===== src/rtl/wdt_defines.svh =====
// Register map, field positions and reset values of the watchdog
`ifndef WDT_DEFINES_SVH
`define WDT_DEFINES_SVH

`define WDT_ADDR_W        6
`define WDT_OFS_RELOAD    6'h00
`define WDT_OFS_VALUE     6'h04
`define WDT_OFS_CTRL      6'h08
`define WDT_OFS_INTCLR    6'h0C
`define WDT_OFS_RIS       6'h10
`define WDT_OFS_MIS       6'h14
`define WDT_OFS_LOCK      6'h18
`define WDT_OFS_STATUS    6'h1C

`define WDT_CTRL_INTEN    0
`define WDT_CTRL_RESEN    1
`define WDT_CTRL_NMI      2
`define WDT_CTRL_STALL    3

`define WDT_STAT_RUN      0
`define WDT_STAT_LOCK     1

`define WDT_UNLOCK_KEY    32'h1ACC_E551
`define WDT_RELOAD_RST    32'hFFFF_FFFF
`define WDT_ZERO32        32'h0000_0000

`endif


===== src/rtl/wdt_pkg.sv =====
// Types shared by the watchdog design
package wdt_pkg;
    typedef logic [31:0] wdt_word_t;
    typedef logic [5:0]  wdt_addr_t;
    typedef enum logic [1:0] {
        WDT_IDLE  = 2'b00,
        WDT_ARMED = 2'b01,
        WDT_FIRED = 2'b11
    } wdt_state_e;
endpackage


===== src/rtl/wdt_timer.sv =====
// Watchdog timer with Avalon-MM register slave
`include "wdt_defines.svh"

// Notes on behaviour
// - 32-bit down counter, reload, interrupt, lock
// - First zero raises interrupt, reloads, continues
// - Zero while pending is second timeout
// - Starting counter also enables interrupt
// - Interrupt clear drops the request
// - Software-settable interrupt enable
// - Raw and masked interrupt state readable
// - Status bit one once interrupt enabled
// - Type selects standard or non-maskable output
// - Enable still gates non-maskable request
// - Lock blocks configuration writes until unlocked
// - Locked writes leave enable, reload, reset
// - Lock status readable
// - Unlock restores write access
// - Reload register reads back
// - Reload write while running reloads counter
// - Reload of zero while armed raises interrupt at once
// - Reset enable gates second-timeout reset
// - Running indication after enable
// - Stall holds count during debug halt
// - Without stall, count ignores debug state
// - Counter value readable any time
module wdt_timer (
    // Clock and reset
    input  wire logic            sys_clk,
    input  wire logic            reset_n,
    // Avalon-MM slave
    input  wire wdt_pkg::wdt_addr_t avs_address,
    input  wire logic            avs_read,
    input  wire logic            avs_write,
    input  wire wdt_pkg::wdt_word_t avs_writedata,
    output logic [31:0]          avs_readdata,
    output logic                 avs_waitrequest,
    // Processor side
    input  wire logic            debugHalt,
    output logic                 wdtIrq,
    output logic                 wdtNmi,
    output logic                 wdtReset
);
    import wdt_pkg::*;

    ////////////////////////////////////////////////////////////////////////
    // Bus handshake: one wait cycle, answer on the second edge
    logic       ackPending_r;
    logic       accept;
    wdt_word_t  rdMux;

    assign accept = (avs_read || avs_write) && ackPending_r;

    always_ff @(posedge sys_clk or negedge reset_n) begin
        if (!reset_n) begin
            ackPending_r <= 1'b0;
        end else if (accept) begin
            ackPending_r <= 1'b0;
        end else begin
            ackPending_r <= avs_read || avs_write;
        end
    end

    always_ff @(posedge sys_clk or negedge reset_n) begin
        if (!reset_n) begin
            avs_waitrequest <= 1'b1;
        end else begin
            avs_waitrequest <= !((avs_read || avs_write) && !ackPending_r);
        end
    end

    function automatic logic hit(input wdt_addr_t a, input wdt_addr_t ofs);
        hit = (a == ofs);
    endfunction

    ////////////////////////////////////////////////////////////////////////
    // Debug halt pin synchroniser
    logic [2:0] haltSync_r;
    logic       haltSeen_r;

    always_ff @(posedge sys_clk or negedge reset_n) begin
        if (!reset_n) begin
            haltSync_r <= 3'b000;
        end else begin
            haltSync_r <= {haltSync_r[1:0], debugHalt};
        end
    end

    always_ff @(posedge sys_clk or negedge reset_n) begin
        if (!reset_n) begin
            haltSeen_r <= 1'b0;
        end else if (haltSync_r[1] == haltSync_r[2]) begin
            haltSeen_r <= haltSync_r[2];
        end
    end

    ////////////////////////////////////////////////////////////////////////
    // Write decode
    logic wrReload, wrCtrl, wrClr, wrLock;
    logic locked_r;

    assign wrReload = accept && avs_write && !locked_r
                    && hit(avs_address, `WDT_OFS_RELOAD);
    assign wrCtrl   = accept && avs_write && !locked_r
                    && hit(avs_address, `WDT_OFS_CTRL);
    assign wrClr    = accept && avs_write && !locked_r
                    && hit(avs_address, `WDT_OFS_INTCLR);
    assign wrLock   = accept && avs_write
                    && hit(avs_address, `WDT_OFS_LOCK);

    // Lock: key unlocks, any other value locks
    always_ff @(posedge sys_clk or negedge reset_n) begin
        if (!reset_n) begin
            locked_r <= 1'b0;
        end else if (wrLock) begin
            locked_r <= (avs_writedata != `WDT_UNLOCK_KEY);
        end
    end

    ////////////////////////////////////////////////////////////////////////
    // Configuration
    wdt_word_t reload_value_r;
    logic      intEn_r, resEn_r, nmiSel_r, stallEn_r;

    always_ff @(posedge sys_clk or negedge reset_n) begin
        if (!reset_n) begin
            reload_value_r <= `WDT_RELOAD_RST;
        end else if (wrReload) begin
            reload_value_r <= avs_writedata;
        end
    end

    // Interrupt enable is sticky once set: it starts the counter too
    always_ff @(posedge sys_clk or negedge reset_n) begin
        if (!reset_n) begin
            intEn_r   <= 1'b0;
            resEn_r   <= 1'b0;
            nmiSel_r  <= 1'b0;
            stallEn_r <= 1'b0;
        end else if (wrCtrl) begin
            intEn_r   <= intEn_r | avs_writedata[`WDT_CTRL_INTEN];
            resEn_r   <= avs_writedata[`WDT_CTRL_RESEN];
            nmiSel_r  <= avs_writedata[`WDT_CTRL_NMI];
            stallEn_r <= avs_writedata[`WDT_CTRL_STALL];
        end
    end

    ////////////////////////////////////////////////////////////////////////
    // Counter and timeout state machine
    wdt_word_t  count_r;
    wdt_state_e state_r;
    logic       tick, zeroHit, rawInt, secondTo;

    assign tick    = intEn_r && !(stallEn_r && haltSeen_r);
    assign zeroHit = tick && (count_r == `WDT_ZERO32);
    assign rawInt  = (state_r == WDT_FIRED);
    assign secondTo = zeroHit && rawInt;

    always_ff @(posedge sys_clk or negedge reset_n) begin
        if (!reset_n) begin
            count_r <= `WDT_RELOAD_RST;
        end else if (wrReload) begin
            count_r <= avs_writedata;
        end else if (zeroHit) begin
            count_r <= reload_value_r;
        end else if (tick) begin
            count_r <= count_r - 32'h0000_0001;
        end
    end

    always_ff @(posedge sys_clk or negedge reset_n) begin
        if (!reset_n) begin
            state_r <= WDT_IDLE;
        end else begin
            case (state_r)
                WDT_IDLE: begin
                    if (wrCtrl && avs_writedata[`WDT_CTRL_INTEN]) begin
                        state_r <= WDT_ARMED;
                    end
                end
                WDT_ARMED: begin
                    if (zeroHit || (wrReload
                        && avs_writedata == `WDT_ZERO32)) begin
                        state_r <= WDT_FIRED;
                    end
                end
                WDT_FIRED: begin
                    // A timeout in the clear cycle keeps it pending
                    if (wrClr && !zeroHit) begin
                        state_r <= WDT_ARMED;
                    end
                end
                default: begin
                    state_r <= WDT_IDLE;
                end
            endcase
        end
    end

    ////////////////////////////////////////////////////////////////////////
    // Outputs
    always_ff @(posedge sys_clk or negedge reset_n) begin
        if (!reset_n) begin
            wdtIrq   <= 1'b0;
            wdtNmi   <= 1'b0;
            wdtReset <= 1'b0;
        end else begin
            wdtIrq   <= rawInt && intEn_r && !nmiSel_r && !wrClr;
            wdtNmi   <= rawInt && intEn_r && nmiSel_r && !wrClr;
            wdtReset <= secondTo && resEn_r;
        end
    end

    ////////////////////////////////////////////////////////////////////////
    // Read mux
    always_comb begin
        rdMux = `WDT_ZERO32;
        if (hit(avs_address, `WDT_OFS_RELOAD)) begin
            rdMux = reload_value_r;
        end else if (hit(avs_address, `WDT_OFS_VALUE)) begin
            rdMux = count_r;
        end else if (hit(avs_address, `WDT_OFS_CTRL)) begin
            rdMux[`WDT_CTRL_INTEN] = intEn_r;
            rdMux[`WDT_CTRL_RESEN] = resEn_r;
            rdMux[`WDT_CTRL_NMI]   = nmiSel_r;
            rdMux[`WDT_CTRL_STALL] = stallEn_r;
        end else if (hit(avs_address, `WDT_OFS_RIS)) begin
            rdMux[0] = rawInt;
        end else if (hit(avs_address, `WDT_OFS_MIS)) begin
            rdMux[0] = rawInt && intEn_r;
        end else if (hit(avs_address, `WDT_OFS_LOCK)) begin
            rdMux[0] = locked_r;
        end else if (hit(avs_address, `WDT_OFS_STATUS)) begin
            rdMux[`WDT_STAT_RUN]  = (state_r != WDT_IDLE);
            rdMux[`WDT_STAT_LOCK] = locked_r;
        end
    end

    always_ff @(posedge sys_clk or negedge reset_n) begin
        if (!reset_n) begin
            avs_readdata <= `WDT_ZERO32;
        end else if (avs_read && !ackPending_r) begin
            avs_readdata <= rdMux;
        end
    end

    ////////////////////////////////////////////////////////////////////////
    // Assertions
    property p_reload_load;
        @(posedge sys_clk) disable iff (!reset_n)
        wrReload |=> count_r == $past(avs_writedata);
    endproperty
    a_reload_load: assert property (p_reload_load)
        else $error("Reload write did not load counter");

    property p_zero_fire;
        @(posedge sys_clk) disable iff (!reset_n)
        zeroHit && !wrReload && state_r == WDT_ARMED
            |=> rawInt && count_r == $past(reload_value_r);
    endproperty
    a_zero_fire: assert property (p_zero_fire)
        else $error("First timeout did not fire and reload");

    property p_reset_gate;
        @(posedge sys_clk) disable iff (!reset_n)
        wdtReset |-> $past(resEn_r) && $past(rawInt);
    endproperty
    a_reset_gate: assert property (p_reset_gate)
        else $error("Reset without enable or pending interrupt");

    property p_second;
        @(posedge sys_clk) disable iff (!reset_n)
        secondTo && resEn_r |=> wdtReset;
    endproperty
    a_second: assert property (p_second)
        else $error("Second timeout gave no reset");

    property p_locked;
        @(posedge sys_clk) disable iff (!reset_n)
        locked_r && accept && avs_write && !hit(avs_address, `WDT_OFS_LOCK)
            |=> $stable(reload_value_r) && $stable(resEn_r);
    endproperty
    a_locked: assert property (p_locked)
        else $error("Reload changed while locked");

    property p_clear;
        @(posedge sys_clk) disable iff (!reset_n)
        wrClr && !zeroHit && rawInt |=> !rawInt ##1 !wdtIrq && !wdtNmi;
    endproperty
    a_clear: assert property (p_clear)
        else $error("Clear did not drop interrupt");

    property p_stall;
        @(posedge sys_clk) disable iff (!reset_n)
        stallEn_r && haltSeen_r && !wrReload |=> $stable(count_r);
    endproperty
    a_stall: assert property (p_stall)
        else $error("Counter moved during debug stall");

    property p_irq_gate;
        @(posedge sys_clk) disable iff (!reset_n)
        (wdtIrq || wdtNmi) |-> $past(intEn_r) && !(wdtIrq && wdtNmi);
    endproperty
    a_irq_gate: assert property (p_irq_gate)
        else $error("Interrupt without enable");

    property p_enable;
        @(posedge sys_clk) disable iff (!reset_n)
        wrCtrl && avs_writedata[`WDT_CTRL_INTEN] |=> intEn_r
            && state_r != WDT_IDLE;
    endproperty
    a_enable: assert property (p_enable)
        else $error("Enable did not start timer");

    property p_wait_one;
        @(posedge sys_clk) disable iff (!reset_n)
        (avs_read || avs_write) && !ackPending_r |=> !avs_waitrequest;
    endproperty
    a_wait_one: assert property (p_wait_one)
        else $error("Request got no answer after one wait state");

    property p_wait_short;
        @(posedge sys_clk) disable iff (!reset_n)
        !avs_waitrequest |=> avs_waitrequest;
    endproperty
    a_wait_short: assert property (p_wait_short)
        else $error("Waitrequest low for more than one cycle");

    property p_lock_key;
        @(posedge sys_clk) disable iff (!reset_n)
        wrLock |=> locked_r == ($past(avs_writedata) != `WDT_UNLOCK_KEY);
    endproperty
    a_lock_key: assert property (p_lock_key)
        else $error("Lock write gave wrong lock state");

    property p_zero_reload;
        @(posedge sys_clk) disable iff (!reset_n)
        wrReload && avs_writedata == `WDT_ZERO32 && state_r == WDT_ARMED
            |=> rawInt;
    endproperty
    a_zero_reload: assert property (p_zero_reload)
        else $error("Zero reload did not raise interrupt");

    property p_no_reset;
        @(posedge sys_clk) disable iff (!reset_n)
        !resEn_r |=> !wdtReset;
    endproperty
    a_no_reset: assert property (p_no_reset)
        else $error("Reset issued while reset enable clear");

    property p_free_run;
        @(posedge sys_clk) disable iff (!reset_n)
        intEn_r && !stallEn_r && !wrReload && !zeroHit
            |=> count_r == $past(count_r) - 32'h0000_0001;
    endproperty
    a_free_run: assert property (p_free_run)
        else $error("Counter did not decrement without stall");

    property p_ris_read;
        @(posedge sys_clk) disable iff (!reset_n)
        avs_read && !ackPending_r && hit(avs_address, `WDT_OFS_RIS)
            |=> avs_readdata[0] == $past(rawInt);
    endproperty
    a_ris_read: assert property (p_ris_read)
        else $error("Raw status read wrong");

    property p_lock_read;
        @(posedge sys_clk) disable iff (!reset_n)
        avs_read && !ackPending_r && hit(avs_address, `WDT_OFS_LOCK)
            |=> avs_readdata[0] == $past(locked_r);
    endproperty
    a_lock_read: assert property (p_lock_read)
        else $error("Lock status read wrong");

    c_fire:   cover property (@(posedge sys_clk) rawInt);
    c_reset:  cover property (@(posedge sys_clk) wdtReset);
    c_nmi:    cover property (@(posedge sys_clk) wdtNmi);
    c_locked: cover property (@(posedge sys_clk) locked_r && wrLock);
endmodule // wdt_timer


===== config.mk =====
export PLATFORM = sky130hd
export DESIGN_NAME = wdt_timer
export DESIGN_NICKNAME = d
export VERILOG_FILES = /design/src/rtl/wdt_pkg.sv /design/src/rtl/wdt_timer.sv
export VERILOG_INCLUDE_DIRS = /design/src /design/src/rtl
export SDC_FILE = /design/constraint.sdc
export NUM_CORES = 1
export LEC_CHECK = 0
export BUFFER_PORTS_ARGS = -buffer_cell sky130_fd_sc_hd__buf_2
export CELL_PAD_IN_SITES_DETAIL_PLACEMENT = 1
export CELL_PAD_IN_SITES_GLOBAL_PLACEMENT = 2
export CORE_UTILIZATION = 32
export CTS_CLUSTER_SIZE = 28
export DETAILED_ROUTE_END_ITERATION = 7
export GPL_TIMING_DRIVEN = 0
export PLACE_DENSITY = 0.86
export SLEW_MARGIN = 10
export SYNTH_ARGS = -nofsm -noshare
export SYNTH_HDL_FRONTEND = slang
export SYNTH_SLANG_ARGS = --single-unit

===== constraint.sdc =====
create_clock -name sys_clk -period 2.3 [get_ports sys_clk]
set_clock_uncertainty 0.15 [all_clocks]
set_input_delay 0.69 -clock sys_clk [delete_from_list [all_inputs] [get_ports sys_clk]]
set_output_delay 0.69 -clock sys_clk [all_outputs]
set_load 0.1 [all_outputs]

==> Yosys cells after proc, flatten, opt, wreduce, memory -nomap -nowiden <==
Index checks and enable logic that the tools add are counted.
{ "classes": {"mul": 0, "eq_ne": 14, "div_mod_pow": 0, "add_sub_neg": 1, "bitwise": 1, "reduce_logical": 38, "shift": 0, "n_lt_le_gt_ge": 0, "muxes": 20} }
{ "ops": {"columns": ["op", "n"], "rows": [
  ["two-way mux 32 bit", 4],
  ["logical NOT 32 bit", 2],
  ["inequality test 32 x 29 -> 1 bit, second input constant", 1],
  ["subtractor 32 x 1 -> 32 bit, second input constant", 1],
  ["two-way mux 28 bit", 1],
  ["== test 6 x 5 -> 1 bit, second input constant", 4],
  ["logical AND 1 bit", 22],
  ["== test 6 x 4 -> 1 bit, second input constant", 2],
  ["two-way mux 2 bit", 6],
  ["logical NOT 1 bit", 7],
  ["two-way mux 1 bit", 7],
  ["== test 6 x 3 -> 1 bit, second input constant", 1],
  ["logical NOT 6 bit", 1],
  ["case mux 2 bit (3 select lines)", 1],
  ["two-way mux 4 bit", 1],
  ["inequality test 2 bit, second input constant", 2],
  ["AND reduction 3 bit", 1],
  ["nonzero test 3 bit", 1],
  ["== test 2 x 1 -> 1 bit, second input constant", 1],
  ["== test 2 bit, second input constant", 1],
  ["logical NOT 2 bit", 1],
  ["logical OR 1 bit", 2],
  ["inequality test 2 x 1 -> 1 bit, second input constant", 1],
  ["nonzero test 2 bit", 1],
  ["2 further kinds", 2]
]} }
{ "totals": {"mem_bits_ro": 0, "n_memories": 0, "ff_bits": 112, "mem_bits_rw": 0, "latch_bits": 0, "output_inout_bits": 36} }

==> Logic depth before layout (Yosys ltp) <==
Gate-level depths: netlist (run 1).
{ "logic_depth": {"word_depth": 9, "mapped_depth": 8, "ltp_nobuf": 7} }

==> Worst setup path after synthesis (run 1) <==
No wires, ideal clock.
{ "synth_path": {"path_type": "input to register", "startpoint": "input port avs_address[3]", "endpoint": "register count_r[12]", "t_arrival_ns": 2.329, "slack_ns": -0.257, "cell_stages": 8, "cell_sequence": "clkbuf_1 > or4_1 > or3_1 > clkbuf_1 > nand2b_1 > buf_2 > o21ai_0 > a31oi_1"} }
{ "synth_between": {"elab_chain_cells": 3, "word_cells_on_any_way": 4, "cone_classes": "1 x mux; 3 x reduce/logical"} }
{ "synth_rtl": {"columns": ["element", "line_no", "source"], "rows": [
  ["start: declaration", "wdt_timer.sv:32", "input wire wdt_pkg::wdt_addr_t avs_address,"],
  ["logical NOT 6 bit (*)", "wdt_timer.sv:73", "hit = (a == ofs);"],
  ["logical AND 1 bit (*)", "wdt_timer.sv:102", "assign wrReload = accept && avs_write && !locked_r"],
  ["nonzero test 3 bit (no line) / two-way mux 32 bit (equally long branches)", null, null],
  ["end signal: assignment", "wdt_timer.sv:161", "count_r <= `WDT_RELOAD_RST;"],
  ["end signal: assignment", "wdt_timer.sv:163", "count_r <= avs_writedata;"],
  ["end signal: assignment", "wdt_timer.sv:165", "count_r <= reload_value_r;"],
  ["end: declaration", "wdt_timer.sv:150", "wdt_word_t count_r;"]
]} }
Every way passes the cells marked *; elsewhere a longest branch is shown, timed or not.
A chain may end at the register's enable or synchronous reset.

==> Worst setup path in the final report (run 1) <==
{ "layout_path": {"startpoint": "register count_r[22]", "endpoint": "register count_r[29]"} }
{ "layout_between": {"elab_chain_cells": 4, "word_cells_on_any_way": 7, "cone_classes": "1 x add/sub; 3 x mux; 3 x reduce/logical"} }
{ "layout_rtl": {"columns": ["element", "line_no", "source"], "rows": [
  ["subtractor 32 x 1 -> 32 bit / logical NOT 32 bit (equally long branches)", null, null],
  ["two-way mux 32 bit / logical AND 1 bit (equally long branches)", "wdt_timer.sv:166, wdt_timer.sv:155", null],
  ["two-way mux 32 bit", "wdt_timer.sv:164", "end else if (zeroHit) begin"],
  ["two-way mux 32 bit", "wdt_timer.sv:162", "end else if (wrReload) begin"]
]} }
Several ways; a longest one is shown, not always the timed one. The select of a mux whose other input is x is not followed.

==> results.md, run 1 <==
* Num CTS Buffers at 9
* # rows at 48
* Reg2reg end: count_r[29]$_DFFE_PN1P_
* Mean Syn Cell Area at approximately 9 µm²
* Final instance area at 7440 µm²
* Global-route wire length before repair at between 30000 and 40000 µm
* ANT cells at 0
* Max-slew violations at 0
* Clock Power Share at 21.3%
* Final worst slack at -0.0714 ns
* Worst skew pair latency at 0.37 ns
* Nets at 791
* Int Pwr at 4.54 mW
* Least-Margin Pin Slew at 0.779 ns
* CTS tree: built
* Tmin final at 2.37 ns
* Setup crit start kind: flip-flop
* Layout area overhead at 30.5%
* Vias at 5500
* NetSw at 3.19 mW
* Post-DRT Antenna Nets at 0
* Crit Path Max Fanout at 5
* Number of port buffers at 77
* Die height at 135 µm
* Fmax at 422 MHz
* Initial DRC Count at approximately 340
* Max-cap violation count at 0
* Final Power at 7.72 mW
* Total congestion overflow at 0
* Arrival @ worst endpoint at about 2.5 ns
* Fin crit share at 103%
* Status: complete, but fails checks
* Synth async-reset ratio at 100%
* Die span in x at 135 µm
* Vias in the first global route at 5603
* Cells on worst reg2reg path at 7
* Slowest cell on crit path: or4_4
* Mapped Area at 5700 µm²
* Clock slew at reported path FFs at 0.08 ns
* Cell family contributing the most delay on the critical path: simple AND/OR/NAND/NOR gates
* First-pass detailed-route iteration total at 5
* Largest net degree at the start of global routing at 81
* Util after Layout at 42.9%
* Reg power frac at 40.0%
* Crit. End Element: flip-flop
* Tightest Hold Check Type: input pin to asynchronous set/reset pin
* Count of cell types in the netlist at 58
* Place WS at -0.710 ns
* Worst R2R Setup Slack at -0.07 ns
* VDD IR-drop max at 0.451 mV
* #FFs+latches synth at 112
* GP Congestion at 0.855
* Final Setup Violations at 15
* Pwr Density at roughly 1000 nW/µm²
* Dpl hpwl at 14000 µm
* Wirelength, routed at 21200 µm
* Crit path launch: count_r[22]$_DFFE_PN1P_
* Combinational share of power at 38.7%
* Initial antenna violation count at 0
* Dominant cell type by area after synthesis: dfstp_2
* Syn Nets at 667
* Clock buffer depth at 2
* Largest cells by area after synthesis: dfstp_2 (30%), dfrtp_1 (21%), nand2_1 (7.6%)
* LEAKAGE at a little over 3 nW
* Worst reg2reg startpoint: count_r[22]$_DFFE_PN1P_
* H-tree level count at 3
* Placed cell area at 6440 µm²
* Clk root buf: clkbuf_16
* I/O pin cnt at 79
* Wirelength per Cell at 21.7 µm
* Synth top area share at 30.0%
* Post-route DRC at 0
* GRT Total Usage at between 20% and 30%
* Post-Syn Instances at 623
* WS Path Type: flip-flop to flip-flop
* Final Hold Viols at 0
* Critical Path RT at 2.43 ns
* Via density at 5.63
* Failing checks: negative setup slack
* Top FF cell, synth: dfstp_2
* RSZ-0062 raised after global routing: yes
* Die ar. at 18300 µm²
* Slew HR at between 40% and 50%
* Sequential-to-total area share from yosys stat at 50.6%
* Cells along the critical path: nor4_4 > nand4_1 > buf_4 > or4_4 > buf_8 > o31ai_4 > a31oi_1
* Core Box Area at 17400 µm²
* Post-synth EDFFs at 0
* Sw Share at between 40% and 50%
* TritonCTS Sinks at 112
* Post-Route Setup TNS at -0.393 ns
* CP bufs+invs at 2
* Fraction of layout instances using a drive strength above 1 at 35.9%
* Synth Warn # at 0
* Critical path's largest stage delay at 0.56 ns
* Starting Density at between 30% and 40%
cell families after synthesis:
logic type / after synthesis / synth area share, %
simple gates: 278 / 23.1
compound gates: 156 / 18.2
flops: 112 / 50.6
buf+inv: 50 / 3.65
xor+xnor: 19 / 2.92
mux: 6 / 1.12
fa+ha+maj: 2 / 0.395
registers in the layout, indices dropped and copies added (netlist names):
| name | cells |
|---|---|
| state_r | 2 |
| stallEn_r | 1 |
| wdtNmi | 1 |
| resEn_r | 1 |
| count_r | 32 |
| avs_readdata | 32 |
| haltSeen_r | 1 |
| reload_value_r | 32 |
| wdtIrq | 1 |
| haltSync_r | 3 |
| nmiSel_r | 1 |
| wdtReset | 1 |
| avs_waitrequest | 1 |
| intEn_r | 1 |
| ackPending_r | 1 |
| locked_r | 1 |
cell type report:
type | instances | area (µm²)
fillers | 2008 | 9920
flip-flops and latches | 112 | 2880
multi-input cells | 461 | 2870
repair buffers | 119 | 808
well taps | 225 | 282
plain buffers | 37 | 268
clock buffers | 14 | 264
clock inverters | 2 | 37.5
inverters | 7 | 26.3
worst max path at each step:
stage	end	depth (start not counted)
3_3_place_gp	avs_readdata[10]$_DFFE_PN0P_	1
3_5_place_dp	count_r[7]$_DFFE_PN1P_	6
4_1_cts	count_r[27]$_DFFE_PN1P_	8
6_report	count_r[29]$_DFFE_PN1P_	7
5_1_grt	count_r[27]$_DFFE_PN1P_	7
2_1_floorplan	count_r[29]$_DFFE_PN1P_	8
metal layers:
layer / global-route usage (%) / share of wire (%) / wire length, µm
met5: 0 / 0 / 0
met4: 10.5 / 2.9 / 620
met3: 4.00 / 4.5 / 950
met2: 38.8 / 50 / 10500
met1: 30.1 / 43 / 9110
cell usage after synthesis, types with 3 or more instances:
cell / number
nand2_1: 116
dfstp_2: 65
nor2_1: 63
dfrtp_1: 47
a22oi_1: 46
a21oi_1: 34
clkbuf_1: 34
o21ai_0: 29
nor3_1: 26
nor4_1: 19
xnor2_1: 16
nand3_1: 12
nand4_1: 9
a31oi_1: 8
buf_2: 7
inv_1: 7
o211ai_1: 6
o311ai_0: 6
o31a_1: 6
o31ai_1: 5
or3_1: 5
nand2b_1: 4
mux2_2: 3
mux2i_1: 3
nor3b_1: 3
xor2_1: 3
placed cells by master (no fill, tap or decap), types with 7 or more instances in the layout:
master / instances
buf_4: 37
nand3_1: 12
dfstp_2: 65
xnor2_1: 16
nor4_1: 14
clkbuf_1: 14
nand2_1: 116
buf_2: 80
o21ai_2: 7
a31oi_1: 8
a21oi_1: 34
nor3_1: 22
clkbuf_2: 9
o21ai_0: 8
o21ai_1: 14
nand4_1: 9
a22oi_1: 46
nor2_1: 58
dfrtp_1: 47
clkbuf_16: 10
per-stage QoR:
stage | hold WS (ns) | cells
global placement | 0.188 | 925
global route | 0.0716 | 977
CTS | 0.0567 | 965
finish | 0.0484 | 977
detailed placement | 0.186 | 926
floorplan | 0.181 | 623
power groups by stage:
stage | logic, mW | registers [mW] | clock network [mW]
6_report | 2.99 | 3.09 | 1.65
5_1_grt | 3.19 | 3.15 | 1.74
4_1_cts | 2.73 | 3.00 | 1.68
3_5_place_dp | 2.43 | 2.98 | 0
3_3_place_gp | 2.35 | 2.95 | 0
2_1_floorplan | 1.14 | 3.62 | 0
what timing repair did:
item	4_1_cts	5_1_grt
resized for setup	79	45
setup endpoints to repair	96	61
pin swaps	13	8
hold buffers	0	0
hold endpoints to repair	0	0
buffers inserted	22	16
gates cloned	2	1
Note: power is estimated with default switching activity, not from simulation.
==> inputs of run 2 (changes only) <==
Settings changed: ABC_AREA set to 1, CORE_UTILIZATION 32 to 31, PLACE_DENSITY 0.86 to 0.87.
==> results.md, run 2 <==
* Critical Path RT at 2.43 ns (about the same)
* FILL cells at 2540 (+26%)
* Initial DRC Count at 311 (-9.3%)
* Total congestion overflow at 0 (unchanged)
* Hold buffer count at cts at 0 (unchanged)
* Post-Route Setup TNS at 0 ns (+0.393 ns)
* Slowest cell on crit path: clkbuf_4
* Die ar. at 21200 µm² (+16%)
* Largest registers: avs_readdata: 32 flops, count_r: 32 flops, reload_value_r: 32 flops
* Nets at 979 (+24%)
* CP bufs+invs at 4 (+2)
* #FFs+latches synth at 112 (unchanged)
* CTS tree: built
* Clock slew at reported path FFs at 0.07 ns (about the same)
* Mean Syn Cell Area at 7.56 µm² (-17%)
* LEAKAGE at 3.59 nW (+16%)
* Synth async-reset ratio at 100% (unchanged)
* Initial antenna violation count at 0 (unchanged)
* Setup crit start kind: input pin
* Commonest non-fill, non-tap cells in the layout: nand2_1 (225), inv_1 (96), nor2_1 (91)
* Post-CTS Repair Setup Buffers at 0 (-100%)
* Number of port buffers at 78 (+1.3%)
* Via density at 5.01 (-11%)
* Synth top area share at 26.7% (-3.2 points)
* Starting Density at 31.6% (-1.2 points)
* First-pass detailed-route iteration total at 4 (-1)
* Leading cell type by number of instances after synthesis: nand2_1
* Largest net degree at the start of global routing at 67 (-17%)
* Final Setup Violations at 0 (-15)
* RSZ-0062 raised after global routing: no
* Count of cell types in the netlist at 37 (-36%)
* Arrival @ worst endpoint at 2.33 ns (-0.17 ns)
* TritonCTS Sinks at 112 (unchanged)
* Post-synth EDFFs at 0 (unchanged)
* Cells along the critical path: buf_2 > nor2_1 > nand2_2 > nor2_4 > inv_2 > nor2_8 > inv_4 > nand2_4 > clkbuf_4 > o21ai_0 > o21bai_2
* Placed cell area at 7150 µm² (+11%)
* WS Path Type: input pin to flip-flop
* Status: complete, no violations
* Vias at 6060 (+10%)
* Die span in x at 146 µm (+7.5%)
* H-tree level count at 3 (unchanged)
* ANT cells at 0 (unchanged)
* Dpl hpwl at 16600 µm (+18%)
* Cells on worst reg2reg path at 11 (+4)
* Wirelength per Cell at 18.5 µm (-15%)
* GRT Total Usage at 22.2% (-1.4 points)
* Final instance area at 7510 µm² (+0.98%)
* I/O pin cnt at 79 (unchanged)
* Post-route DRC at 0 (unchanged)
* Worst R2R Setup Slack at 0.19 ns (+0.26 ns)
* Least-Margin Pin Slew at 0.684 ns (-0.0945 ns)
* Fin crit share at 95.5% (-7.6 points)
* Most common cell after layout, fill and taps aside: nand2_1
* Dominant cell type by area after synthesis: dfstp_2
* Layout area overhead at 17.5%
* Cell family contributing the most delay on the critical path: simple AND/OR/NAND/NOR gates
* Clock buffer depth at 2 (unchanged)
* # rows at 52 (+8.3%)
* Post-Syn Instances at 845 (+36%)
* Top FF cell, synth: dfstp_2
* Vias in the first global route at 6529 (+17%)
* Slew HR at 54.4% (+6.8 points)
* Util after Layout at 37.1% (-5.7 points)
* Syn Nets at 889 (+33%)
* Wirelength, routed at 22300 µm (+5.5%)
* Max-cap violation count at 0 (unchanged)
* Final hold slack at 0.101 ns (+0.0523 ns)
* Die height at 146 µm (+7.5%)
* Post-DRT Antenna Nets at 0 (unchanged)
* Max-slew violations at 0 (unchanged)
* Final Power at 6.58 mW (-15%)
* Crit. End Element: flip-flop
* Global-route wire length before repair at 36100 µm (+13%)
* Pwr Density at 876 nW/µm² (-16%)
* Critical path's largest stage delay at 0.26 ns (-0.30 ns)
* Post-synth top cells: nand2_1 (225), inv_1 (96), nor2_1 (91)
* Final Hold Viols at 0 (unchanged)
* Synth Warn # at 0 (unchanged)
* Clk root buf: clkbuf_16
* Tmin final at 2.20 ns (-0.174 ns)
* Fraction of layout instances using a drive strength above 1 at 22.8% (-13 points)
* Worst reg2reg startpoint: count_r[0]$_DFFE_PN1P_
* Crit Path Max Fanout at 10 (+5)
* Tightest Hold Check Type: input pin to asynchronous set/reset pin
* Num CTS Buffers at 9 (unchanged)
* VDD IR-drop max at 0.374 mV (-17%)
* Largest cells by area after synthesis: dfstp_2 (27%), dfrtp_1 (18%), nand2_1 (13%)
* GP Congestion at 0.900 (+5.2%)
* Fmax at 455 MHz (+7.9%)
* Reg2reg end: count_r[17]$_DFFE_PN1P_
* Mapped Area at 6390 µm² (+12%)
* Core Box Area at 20200 µm² (+17%)
* Sequential-to-total area share from yosys stat at 45.1% (-5.5 points)
* Worst skew pair latency at 0.36 ns (about the same)
==> run 2: logic make-up (layout without fill, tap and decap cells) <==
logic type | Yosys count | in the layout | share of synthesized area, %
flops | 112 | 112 | 45.1
buf+inv | 132 | 227 | 8.50
xor+xnor | 16 | 16 | 2.19
simple gates | 432 | 432 | 29.9
fa+ha+maj | 2 | 2 | 0.352
compound gates | 151 | 151 | 13.9
==> run 2: worst max path at each step <==
stage	slack [ns]	depth (start not counted)	endpoint	startpoint
2_1_floorplan	0.33	10	count_r[7]$_DFFE_PN1P_	avs_address[1]
3_3_place_gp	-1.15	1	avs_readdata[23]$_DFFE_PN0P_	reset_n
3_5_place_dp	-0.51	8	count_r[3]$_DFFE_PN1P_	avs_address[2]
4_1_cts	0.01	9	count_r[9]$_DFFE_PN1P_	avs_address[2]
5_1_grt	0.005	11	count_r[1]$_DFFE_PN1P_	avs_address[2]
6_report	0.10	11	count_r[1]$_DFFE_PN1P_	avs_address[2]
==> run 2: worst register-to-register path: cells and delay by family, from the launching register on <==
family	cells	cell delay, ns
fa+ha+maj	1	0.28
simple gates	7	0.89
buf+inv	3	0.34
flops	1	0.39
==> run 2: what timing repair did <==
item                       4_1_cts  5_1_grt
gates resized for setup          1       12
setup endpoints to repair       10       39
pin swaps                        0        1
==> run 2: final cells by class <==
type / instances / area (µm²) / share of cell area (%)
Multi-Input combinational cell: 601 / 2980 / 39.7
Inverter: 103 / 389 / 5.18
Clock buffer: 11 / 253 / 3.36
Clock inverter: 5 / 78.8 / 1.05
Timing Repair Buffer: 79 / 424 / 5.65
Tap cell: 270 / 338 / 4.50
Buffer: 29 / 164 / 2.18
Sequential cell: 112 / 2880 / 38.4
==> run 2: per-layer routing <==
metal | wire length, µm | global-route usage (%)
met5 | 0 | 0
met4 | 302 | 7.37
met3 | 938 | 2.85
met2 | 10600 | 37.0
met1 | 10500 | 29.6
==> run 2: metrics by stage <==
stage | std cells | setup WS (ns)
floorplan | 845 | 0.334
global placement | 1193 | -1.15
detailed placement | 1194 | -0.513
CTS | 1210 | 0.0103
global route | 1210 | 0.00538
finish | 1210 | 0.103
==> run 2: power breakdown <==
group	total, mW	internal, mW	leakage, nW	switching (mW)
registers	2.83	2.47	1.31	0.364
clock network	1.78	1.01	0.165	0.763
logic	1.97	0.608	2.12	1.37
